## src/can_bt_regs.svh

```systemverilog
// bit-timing register map, field positions, reset values and fixed counts
// assumes: included by the bit-timing core; definitions only
`ifndef CAN_BT_REGS_SVH
`define CAN_BT_REGS_SVH

`define PRESCALE_JUMP_WIDTH_ADDR    8'h2a
`define SEGMENT_SAMPLING_SETUP_ADDR 8'h29
`define PRESCALE_JUMP_WIDTH_RST     8'h00
`define SEGMENT_SAMPLING_SETUP_RST  8'h00

`define JUMP_WIDTH_MSB        7
`define JUMP_WIDTH_LSB        6
`define QUANTUM_PRESCALER_MSB 5
`define QUANTUM_PRESCALER_LSB 0
`define SEG2_LENGTH_MODE_BIT  7
`define TRIPLE_SAMPLE_SEL_BIT 6
`define PHASE_ONE_MSB         5
`define PHASE_ONE_LSB         3
`define PROPAGATION_MSB       2
`define PROPAGATION_LSB       0

// quanta of information processing time after the sample point
`define PROCESSING_TIME_TQ 4'h2
`define ONE_TQ             4'h1
`define READ_DATA_RST      8'h00
`define TQ_CNT_RST         7'h00

`endif

```

## src/can_bt_pkg.sv

```systemverilog
// types shared by the bit-timing core and its bench
// assumes: compiled before the core
package can_bt_pkg;
  typedef struct packed {
    logic       wr;
    logic       rd;
    logic [7:0] addr;
    logic [7:0] wdata;
  } reg_req_t;

  typedef enum logic [1:0] {
    SEG_SYNC  = 2'b00,
    SEG_PROP  = 2'b01,
    SEG_PH1   = 2'b10,
    SEG_PH2   = 2'b11
  } seg_t;
endpackage

```

## src/can_bit_timing_config.sv

```systemverilog
// bit-timing configuration registers and the nominal bit timer they steer
// assumes: register requests come from the serial command engine, one per cycle,
// rx_in and bus_idle_in are already synchronous to ref_clk_in (oscillator input)
// Contract
// - with the phase-two mode bit set, phase segment 2 lasts the separate phase-two length field plus one quantum.
// - with the phase-two mode bit clear, phase segment 2 is the larger of phase segment 1 and 2 quanta.
// - with the sampling bit set, the bus is sampled three times, the last of them at the sample point.
// - with the sampling bit clear, the bus is sampled once at the sample point.
// - phase segment 1 lasts its 3-bit field plus one quanta.
// - the propagation segment lasts its 3-bit field plus one quanta.
// - one quantum is 2 x (prescaler + 1) oscillator cycles.
// - resynchronisation lengthens or shortens by at most the jump width of 1 to 4 quanta.
// - triple sampling takes two extra samples half a quantum apart and uses the majority.
// - the timing registers accept writes only in configuration mode.
`timescale 1ns/10ps
`default_nettype none
`include "can_bt_regs.svh"

module can_bit_timing_config
  import can_bt_pkg::*;
(
  input  wire logic       ref_clk_in,
  input  wire logic       rstn_in,
  input  wire reg_req_t   reg_req_in,
  input  wire logic       config_mode_in,
  input  wire logic [2:0] phase_two_length_in,
  input  wire logic       rx_in,
  input  wire logic       bus_idle_in,
  output logic [7:0]      rd_data_out,
  output logic            rd_valid_out,
  output logic            tq_tick_out,
  output logic            sample_point_out,
  output logic            rx_bit_out
);

  // ----------------------------------------------------------------
  // helpers
  // ----------------------------------------------------------------
  function automatic logic maj3(input logic a, input logic b, input logic c);
    maj3 = (a & b) | (a & c) | (b & c);
  endfunction

  // ----------------------------------------------------------------
  // registers
  // ----------------------------------------------------------------
  logic [7:0] pjw_q, pjw_d;
  logic [7:0] sss_q, sss_d;
  logic [7:0] rdat_q, rdat_d;
  logic       rval_q, rval_d;
  always_comb begin
    pjw_d  = pjw_q;
    sss_d  = sss_q;
    rdat_d = rdat_q;
    rval_d = reg_req_in.rd;
    if (reg_req_in.wr && config_mode_in) begin
      if (reg_req_in.addr == `PRESCALE_JUMP_WIDTH_ADDR) pjw_d = reg_req_in.wdata;
      if (reg_req_in.addr == `SEGMENT_SAMPLING_SETUP_ADDR) sss_d = reg_req_in.wdata;
    end
    if (reg_req_in.rd) begin
      unique case (reg_req_in.addr)
        `PRESCALE_JUMP_WIDTH_ADDR:    rdat_d = pjw_q;
        `SEGMENT_SAMPLING_SETUP_ADDR: rdat_d = sss_q;
        default:                      rdat_d = `READ_DATA_RST;
      endcase
    end
  end
  always_ff @(posedge ref_clk_in or negedge rstn_in) begin
    if (!rstn_in) begin
      pjw_q  <= `PRESCALE_JUMP_WIDTH_RST;
      sss_q  <= `SEGMENT_SAMPLING_SETUP_RST;
      rdat_q <= `READ_DATA_RST;
      rval_q <= 1'b0;
    end else begin
      pjw_q  <= pjw_d;
      sss_q  <= sss_d;
      rdat_q <= rdat_d;
      rval_q <= rval_d;
    end
  end

  // ----------------------------------------------------------------
  // decoded lengths
  // ----------------------------------------------------------------
  logic [5:0] quantum_prescaler;
  logic [3:0] sjw_len, prop_len, ph1_len, ph2_len;
  logic       seg2_length_mode, triple_sample_sel;
  always_comb begin
    quantum_prescaler = pjw_q[`QUANTUM_PRESCALER_MSB:`QUANTUM_PRESCALER_LSB];
    sjw_len  = {2'b00, pjw_q[`JUMP_WIDTH_MSB:`JUMP_WIDTH_LSB]} + `ONE_TQ;
    prop_len = {1'b0, sss_q[`PROPAGATION_MSB:`PROPAGATION_LSB]} + `ONE_TQ;
    ph1_len  = {1'b0, sss_q[`PHASE_ONE_MSB:`PHASE_ONE_LSB]} + `ONE_TQ;
    seg2_length_mode  = sss_q[`SEG2_LENGTH_MODE_BIT];
    triple_sample_sel = sss_q[`TRIPLE_SAMPLE_SEL_BIT];
    ph2_len = seg2_length_mode ? {1'b0, phase_two_length_in} + `ONE_TQ
            : (ph1_len > `PROCESSING_TIME_TQ) ? ph1_len : `PROCESSING_TIME_TQ;
  end

  // ----------------------------------------------------------------
  // bit timer
  // ----------------------------------------------------------------
  logic [6:0] tq_cnt_q, tq_cnt_d;
  seg_t       seg_q, seg_d;
  logic [3:0] q_q, q_d;
  logic [4:0] e_q, e_d;
  logic [3:0] ext_q, ext_d;
  logic [3:0] shr_q, shr_d;
  logic       synced_q, synced_d;
  logic       rx_prev_q;
  logic [1:0] hist_q, hist_d;
  logic       bit_q, bit_d;
  logic       sp_q, sp_d;
  logic       tick_q;
  logic       tq_end, half_tick, edge_seen, restart, last_ph1;
  logic [3:0] rem;
  always_comb begin
    tq_end    = (tq_cnt_q == {quantum_prescaler, 1'b1});
    half_tick = tq_end || (tq_cnt_q == {1'b0, quantum_prescaler});
    edge_seen = rx_prev_q && !rx_in && !synced_q && bit_q;
    rem       = ph2_len - q_q;
    last_ph1  = (seg_q == SEG_PH1) && (q_q == ph1_len + ext_q - `ONE_TQ);
    tq_cnt_d  = tq_end ? `TQ_CNT_RST : tq_cnt_q + 7'h01;
    seg_d     = seg_q;
    q_d       = q_q;
    e_d       = e_q;
    ext_d     = ext_q;
    shr_d     = shr_q;
    synced_d  = synced_q;
    hist_d    = half_tick ? {hist_q[0], rx_in} : hist_q;
    bit_d     = bit_q;
    sp_d      = 1'b0;
    restart   = 1'b0;
    if (edge_seen) begin
      synced_d = 1'b1;
      if (bus_idle_in) begin
        restart = 1'b1;
      end else begin
        unique case (seg_q)
          SEG_SYNC: ;
          SEG_PROP, SEG_PH1: begin
            if (e_q <= {1'b0, sjw_len}) restart = 1'b1;
            else ext_d = sjw_len;
          end
          SEG_PH2: begin
            if (rem <= sjw_len) restart = 1'b1;
            else shr_d = sjw_len;
          end
        endcase
      end
    end
    if (restart) begin
      tq_cnt_d = `TQ_CNT_RST;
      seg_d    = SEG_SYNC;
      q_d      = 4'h0;
      e_d      = 5'h00;
      ext_d    = 4'h0;
      shr_d    = 4'h0;
    end else if (tq_end) begin
      q_d = q_q + 4'h1;
      e_d = e_q + 5'h01;
      unique case (seg_q)
        SEG_SYNC: begin
          seg_d    = SEG_PROP;
          q_d      = 4'h0;
          e_d      = 5'h01;
          synced_d = 1'b0;
        end
        SEG_PROP: begin
          if (q_q == prop_len - `ONE_TQ) begin
            seg_d = SEG_PH1;
            q_d   = 4'h0;
          end
        end
        SEG_PH1: begin
          if (last_ph1) begin
            seg_d = SEG_PH2;
            q_d   = 4'h0;
            sp_d  = 1'b1;
            bit_d = triple_sample_sel ? maj3(hist_q[1], hist_q[0], rx_in) : rx_in;
          end
        end
        SEG_PH2: begin
          // at or past the end: a shortening seen on a quantum edge must not be missed
          if (q_q >= ph2_len - shr_q - `ONE_TQ) begin
            seg_d = SEG_SYNC;
            q_d   = 4'h0;
            ext_d = 4'h0;
            shr_d = 4'h0;
          end
        end
      endcase
    end
  end
  always_ff @(posedge ref_clk_in or negedge rstn_in) begin
    if (!rstn_in) begin
      tq_cnt_q  <= `TQ_CNT_RST;
      seg_q     <= SEG_SYNC;
      q_q       <= 4'h0;
      e_q       <= 5'h00;
      ext_q     <= 4'h0;
      shr_q     <= 4'h0;
      synced_q  <= 1'b0;
      rx_prev_q <= 1'b1;
      hist_q    <= 2'b11;
      bit_q     <= 1'b1;
      sp_q      <= 1'b0;
      tick_q    <= 1'b0;
    end else begin
      tq_cnt_q  <= tq_cnt_d;
      seg_q     <= seg_d;
      q_q       <= q_d;
      e_q       <= e_d;
      ext_q     <= ext_d;
      shr_q     <= shr_d;
      synced_q  <= synced_d;
      rx_prev_q <= rx_in;
      hist_q    <= hist_d;
      bit_q     <= bit_d;
      sp_q      <= sp_d;
      tick_q    <= tq_end;
    end
  end

  assign rd_data_out      = rdat_q;
  assign rd_valid_out     = rval_q;
  assign tq_tick_out      = tick_q;
  assign sample_point_out = sp_q;
  assign rx_bit_out       = bit_q;
endmodule

`default_nettype wire

```

## config.mk

```make
export PLATFORM = sky130hd
export DESIGN_NAME = can_bit_timing_config
export DESIGN_NICKNAME = d
export VERILOG_FILES = /design/src/can_bt_pkg.sv /design/src/can_bit_timing_config.sv
export VERILOG_INCLUDE_DIRS = /design/src /design/src/src
export SDC_FILE = /design/constraint.sdc
export NUM_CORES = 1
export LEC_CHECK = 0
export BUFFER_PORTS_ARGS = -buffer_cell sky130_fd_sc_hd__buf_2
export CAP_MARGIN = 20
export CORE_UTILIZATION = 57
export DETAILED_ROUTE_END_ITERATION = 8
export GPL_TIMING_DRIVEN = 0
export HOLD_SLACK_MARGIN = 0.1
export PLACE_DENSITY = 0.78
export SYNTH_ARGS = -nofsm -noshare
export SYNTH_HDL_FRONTEND = slang
export SYNTH_SLANG_ARGS = --single-unit
```

## constraint.sdc

```tcl
create_clock -name ref_clk_in -period 6.3 [get_ports ref_clk_in]
set_input_delay 0.315 -clock ref_clk_in [delete_from_list [all_inputs] [get_ports ref_clk_in]]
set_output_delay 0.315 -clock ref_clk_in [all_outputs]
set_load 0.1 [all_outputs]
```

; Yosys cells after proc, flatten, opt, wreduce, memory -nomap -nowiden
; Cells that the tools add are included.
[totals]
latchBits = 0
out_inout_bits = 12
ram_bits = 0
memories = 0
reg_bits = 58
mem_bits_ro = 0
[classes]
multipliers = 0
reduce_logical = 15
n_mux = 50
order_cmp = 4
n_eq_ne = 12
addsub = 13
n_shift = 0
bitwise = 6
div_mod_pow = 0
[op_table]
columns = operator, n
row1 = $mux W4, 23
row2 = $eq A8 B6 Y1 const B, 2
row3 = $pmux W4 S4, 1
row4 = $pmux W8 S2, 1
row5 = $mux W5, 3
row6 = $mux W7, 2
row7 = $mux W1, 13
row8 = $add A3 B1 Y4 const B, 3
row9 = $sub A4 B1 Y4 const B, 3
row10 = $mux W2, 5
row11 = $ne A3 B3 Y1 const B, 3
row12 = $eq A4 B4 Y1, 2
row13 = $pmux W2 S4, 1
row14 = $reduce_and A4 Y1, 2
row15 = $sub A4 B4 Y4, 2
row16 = $add A7 B1 Y7 const B, 1
row17 = $eq A7 B6 Y1, 1
row18 = $eq A7 B7 Y1, 1
row19 = $add A5 B1 Y5 const B, 1
row20 = $le A5 B3 Y1, 1
row21 = $logic_and A1 B1 Y1, 5
row22 = $add A4 B1 Y4 const B, 1
row23 = $add A4 B4 Y4, 1
row24 = $eq A2 B2 Y1 const B, 2
row25 = other kinds (15), 20

; Depth between registers and ports, before layout
[logic_depth]
depth_word = 14
depth_mapped = 16
depth_no_buf = 16

; Worst setup path after synthesis
; OpenSTA, ideal clock, no wires.
[synth_timing]
path_kind = register to register
from = reg sss_q[3]
to = reg q_q[3]
synth_period_minus_slack_ns = 3.227
slack_ns = 3.073
arrival_time_ns = 3.101
t_required_ns = 6.174
path_stages_with_launch = 15
cell_sequence = dfrtp_1 -> ha_1 -> nor2_1 -> o21ai_0 -> inv_1 -> fa_1 -> inv_1 -> ha_1 -> nor2b_1 -> o21a_1 -> o21ai_0 -> a31o_2 -> buf_2 -> buf_6 -> a31oi_1
[synth_between]
elab_chain_len = 11
[synth_lines]
columns = item, line_no
row1 = from (decl), can_bit_timing_config.sv:47  ; logic [7:0] sss_q, sss_d;
row2 = from (signal assigned), can_bit_timing_config.sv:70  ; sss_q <= `SEGMENT_SAMPLING_SETUP_RST;
row3 = from (signal assigned), can_bit_timing_config.sv:75  ; sss_q <= sss_d;
row4 = $add A3 B1 Y4 (no source line) *, --
row5 = $gt A4 B2 Y1 (no source line), --
row6 = $mux W4 (no source line) (2 in a row), --
row7 = $sub A4 B4 Y4 (on tied branches), "can_bit_timing_config.sv:183, can_bit_timing_config.sv:119"
row8 = $sub A4 B1 Y4 (no source line) / $le A4 B3 Y1 (equally long branches), --
row9 = $ge A4 B4 Y1 (no source line) / $mux W1 (equally long branches), --
row10 = $mux W4 / $pmux W1 S2 (equally long branches), "can_bit_timing_config.sv:183, can_bit_timing_config.sv:137"
row11 = $pmux W4 S4 / $mux W1 (equally long branches), "can_bit_timing_config.sv:160, can_bit_timing_config.sv:134"
row12 = $mux W4 / $mux W1 (equally long branches), "can_bit_timing_config.sv:157, can_bit_timing_config.sv:132"
row13 = $mux W4 / $reduce_bool A2 Y1 (equally long branches), --
row14 = to (signal assigned), can_bit_timing_config.sv:210  ; q_q <= q_d;
row15 = to (decl), can_bit_timing_config.sv:103  ; logic [3:0] q_q, q_d;
; Every way passes the cells marked *; elsewhere a longest branch is shown, timed or not. The select of a mux whose other input is x is not followed.
; A chain may end at the register's enable or synchronous reset.

; Final worst setup path
[layout_timing]
from = reg sss_q[3]
to = reg q_q[2]
; The elaborated chain is that of the path after synthesis.

==> flow_metrics.py <==
metrics = {
    "run_status": {
        "run_status": "completed",
    },
    "clocking": {
        "cts_tree": "yes",
        "cts_sinks": 58,
        "htreeDepth": 3,
        "root_buffer": "clkbuf_8",
        "cts.path.max_buffers": 2,
        "path_clk_slew_ns": 0.07,
        "cts_buffers": 9,
        "cts_setup_buffers": 0,
        "insertion_delay_ns": 0.34,
    },
    "worst_setup_path": {
        "cp_top_family": "compound AO/OA/AOI/OAI gates",
        "endpoint_kind": "register",
        "cpPeakStageDelay_ns": 0.45,
        "cp_max_fo": 6,
        "crit_arrival_ns": 4.20,
        "required_ns": 6.56,
        "crit_slowest_cell": "dfrtp_1",
        "cp_num_buf_inv": 0,
        "critical_path_class": "reg2reg",
        "crit_chain": "ha_1, nor2_1, o21ai_0, ha_1, a21o_1, a21oi_1, xor2_1, xnor2_1, ha_1, a2111oi_0, o21ai_0, a31oi_1, o21ai_0, a21oi_1",
        "crit_path_start_kind": "register",
    },
    "power": {
        "switching_share": 0.391,
        "p_sw_mw": 0.542,
        "p_seq_frac": 0.371,
        "p_per_area_mw_per_mm2": 340,
        "p_int_mw": 0.844,
        "leakagePower_nw": 1.93,
        "power_frac_comb": 0.391,
        "clock_power_share": 0.238,
        "ir_drop_v": 0.000310,
    },
    "sta": {
        "fin_ws_ns": 2.36,
        "slew_headroom": 0.343,
        "tns_ns": 0,
        "finalClockSkew_ns": 0.00616,
        "finalCritPeriodShare": 0.626,
        "tightest_slew_ns": 0.970,
        "finalHoldViolCount": 0,
        "report.final.slew_viol_count": 0,
        "period_minus_slack_ns": 3.94,
        "fmax_mhz": 254,
        "rsz0062_at_grt": "false",
        "setup_violations": 0,
    },
    "yosys": {
        "synth_cells": 346,
        "ys_seq_area_frac": 0.410,
        "async_flop_share": 1.00,
        "synth_nets": 405,
        "ys_types": 53,
        "ys_warn_count": 0,
        "ys.flop_type": "dfrtp_1",
        "synth_top_area_share": 0.380,
        "ys_top_cells_by_count": "dfrtp_1, ha_1, nor2_1",
        "synth.avg_cell_area_sq_um": 10.3,
        "synth_edf_count": 0,
        "syn_area_sq_mm": 0.00356,
        "synthTopCellsByArea": "dfrtp_1, ha_1, mux2_2",
        "synth.ff_latch_count": 58,
        "yosysTopAreaCell": "dfrtp_1",
        "synth.most_common_cell": "dfrtp_1",
    },
    "cells_and_area": {
        "nets": 457,
        "diodes": 0,
        "drive_gt1_frac": 0.228,
        "synthToLayoutAreaGrowth_pct": 14.7,
    },
    "detailed_routing": {
        "wl_per_cell_um": 16.3,
        "routed_wl_mm": 7.79,
        "drtPass1Iterations": 4,
        "drc": 0,
        "ant_nets": 0,
        "first_iter_violations": 152,
        "post_drt_via_cell_ratio": 5.76,
        "vias": 2754,
    },
    "global_routing": {
        "antenna_found_initial": 0,
        "grt_overflow": 0,
        "grt_max_degree": 35,
        "grt_pass1_vias": 2685,
        "grt_pass1_wl_mm": 12.4,
        "grt_usage": 0.259,
    },
    "placed_design": {
        "place_ws_ns": 2.48,
        "place_hpwl_mm": 5.77,
        "portBuffers": 37,
        "place_congestion": 0.825,
    },
    "die": {
        "die_area_sq_mm": 0.00656,
        "ios": 38,
        "fp.dieW_um": 81.0,
        "core-area_sq_mm": 0.00596,
        "rows": 28,
        "die_y_um": 81.0,
        "initial_core_util": 0.597,
    },
    "min_path": {
        "hold_class": "in2reg",
    },
    "flow_run": {
        "maxCapViolations": 0,
    },
}
-- cell usage in the layout (no fill, tap or decap), types with 4 or more instances in the layout --
cell,count
dfrtp_1,54
buf_2,39
ha_1,30
nor2_1,28
inv_1,27
a21oi_1,19
mux2_2,18
nand2_1,17
xnor2_1,16
xor2_1,15
nand3_1,13
o21ai_0,12
clkbuf_8,9
nor3_1,8
a22oi_1,8
clkbuf_1,7
mux2i_1,5
a31oi_1,5
dfstp_2,4
-- power groups by stage --
| stage | registers, mW | clock network, mW | logic (mW) |
|---|---|---|---|
| floorplan | 0.570 | 0 | 0.356 |
| global placement | 0.513 | 0 | 0.516 |
| detailed placement | 0.519 | 0 | 0.538 |
| CTS | 0.513 | 0.334 | 0.544 |
| global route | 0.522 | 0.355 | 0.601 |
| finish | 0.514 | 0.330 | 0.542 |
-- final timing paths --
kind,endpoint,start,cells after the start,slack [ns]
setup / recovery,q_q[2],sss_q[3],14,2.36
setup reg to reg,q_q[2],sss_q[3],14,2.36
hold / removal,sss_q[5],reg_req_in[5],2,0.22
min in group asynchronous,shr_q[1],rstn_in,2,0.61
hold reg to reg,synced_q,synced_q,1,0.51
max in group asynchronous,rd_data_out[4],rstn_in,3,5.09
-- logic make-up (layout without fill, tap and decap cells) --
logic type,count (synthesis),count (layout),share of synthesized area
compound gates,63,63,0.117
xor+xnor,32,32,0.0827
flops,58,58,0.410
buf+inv,38,95,0.0454
fa+ha+maj,33,33,0.122
mux,24,24,0.0742
simple gates,98,98,0.148
-- timing repair --
action	CTS	global route
hold buffers	3	0
resized for setup	0	0
hold endpoints to repair	14	0
-- worst reg2reg max path: stages (launching register included) --
cell and delay, ns:
dfrtp_1 0.45, ha_1 0.35, nor2_1 0.06, o21ai_0 0.37, ha_1 0.32, a21o_1 0.16
a21oi_1 0.18, xor2_1 0.19, xnor2_1 0.12, ha_1 0.20, a2111oi_0 0.43, o21ai_0 0.24
a31oi_1 0.45, o21ai_0 0.19, a21oi_1 0.17
-- metrics by stage --
step           hold WS, ns  power, mW  instance area [sq um]  cells   util
6_report             0.223       1.39                   4080    478  0.685
5_1_grt              0.214       1.48                   4080    478  0.685
4_1_cts              0.215       1.39                   4080    478  0.685
3_5_place_dp         0.438       1.06                   3860    459  0.649
3_3_place_gp         0.434       1.03                   3830    458  0.644
2_1_floorplan       0.0194      0.926                   3560    346      -
-- flip-flops by register name, summed over array words and instances (netlist names) --
| name | flops |
|---|---|
| synced_q | 1 |
| seg_q | 2 |
| shr_q | 4 |
| rd_valid_out | 1 |
| rx_bit_out | 1 |
| q_q | 4 |
| rd_data_out | 8 |
| pjw_q | 8 |
| e_q | 5 |
| sample_point_out | 1 |
| tq_cnt_q | 7 |
| sss_q | 8 |
| rx_prev_q | 1 |
| tq_tick_out | 1 |
| ext_q | 4 |
| hist_q | 2 |
-- layer usage --
metal,up-vias,wire length (um),GRT usage
li1,1327,-,-
met2,64,3690,0.415
met1,1351,3560,0.333
met4,0,114,0.0893
met5,-,0,0
met3,12,428,0.0764
-- final cells by class --
cell class | instances | area (sq um)
buffer | 10 | 55.1
clock buffer | 11 | 131
clock inverter | 5 | 55.1
fill | 463 | 1880
inverter | 28 | 106
multi-input combinational | 250 | 1940
sequential | 58 | 1460
tap | 75 | 93.8
timing repair buffer | 41 | 243
Power figures use the tool's default switching activity.
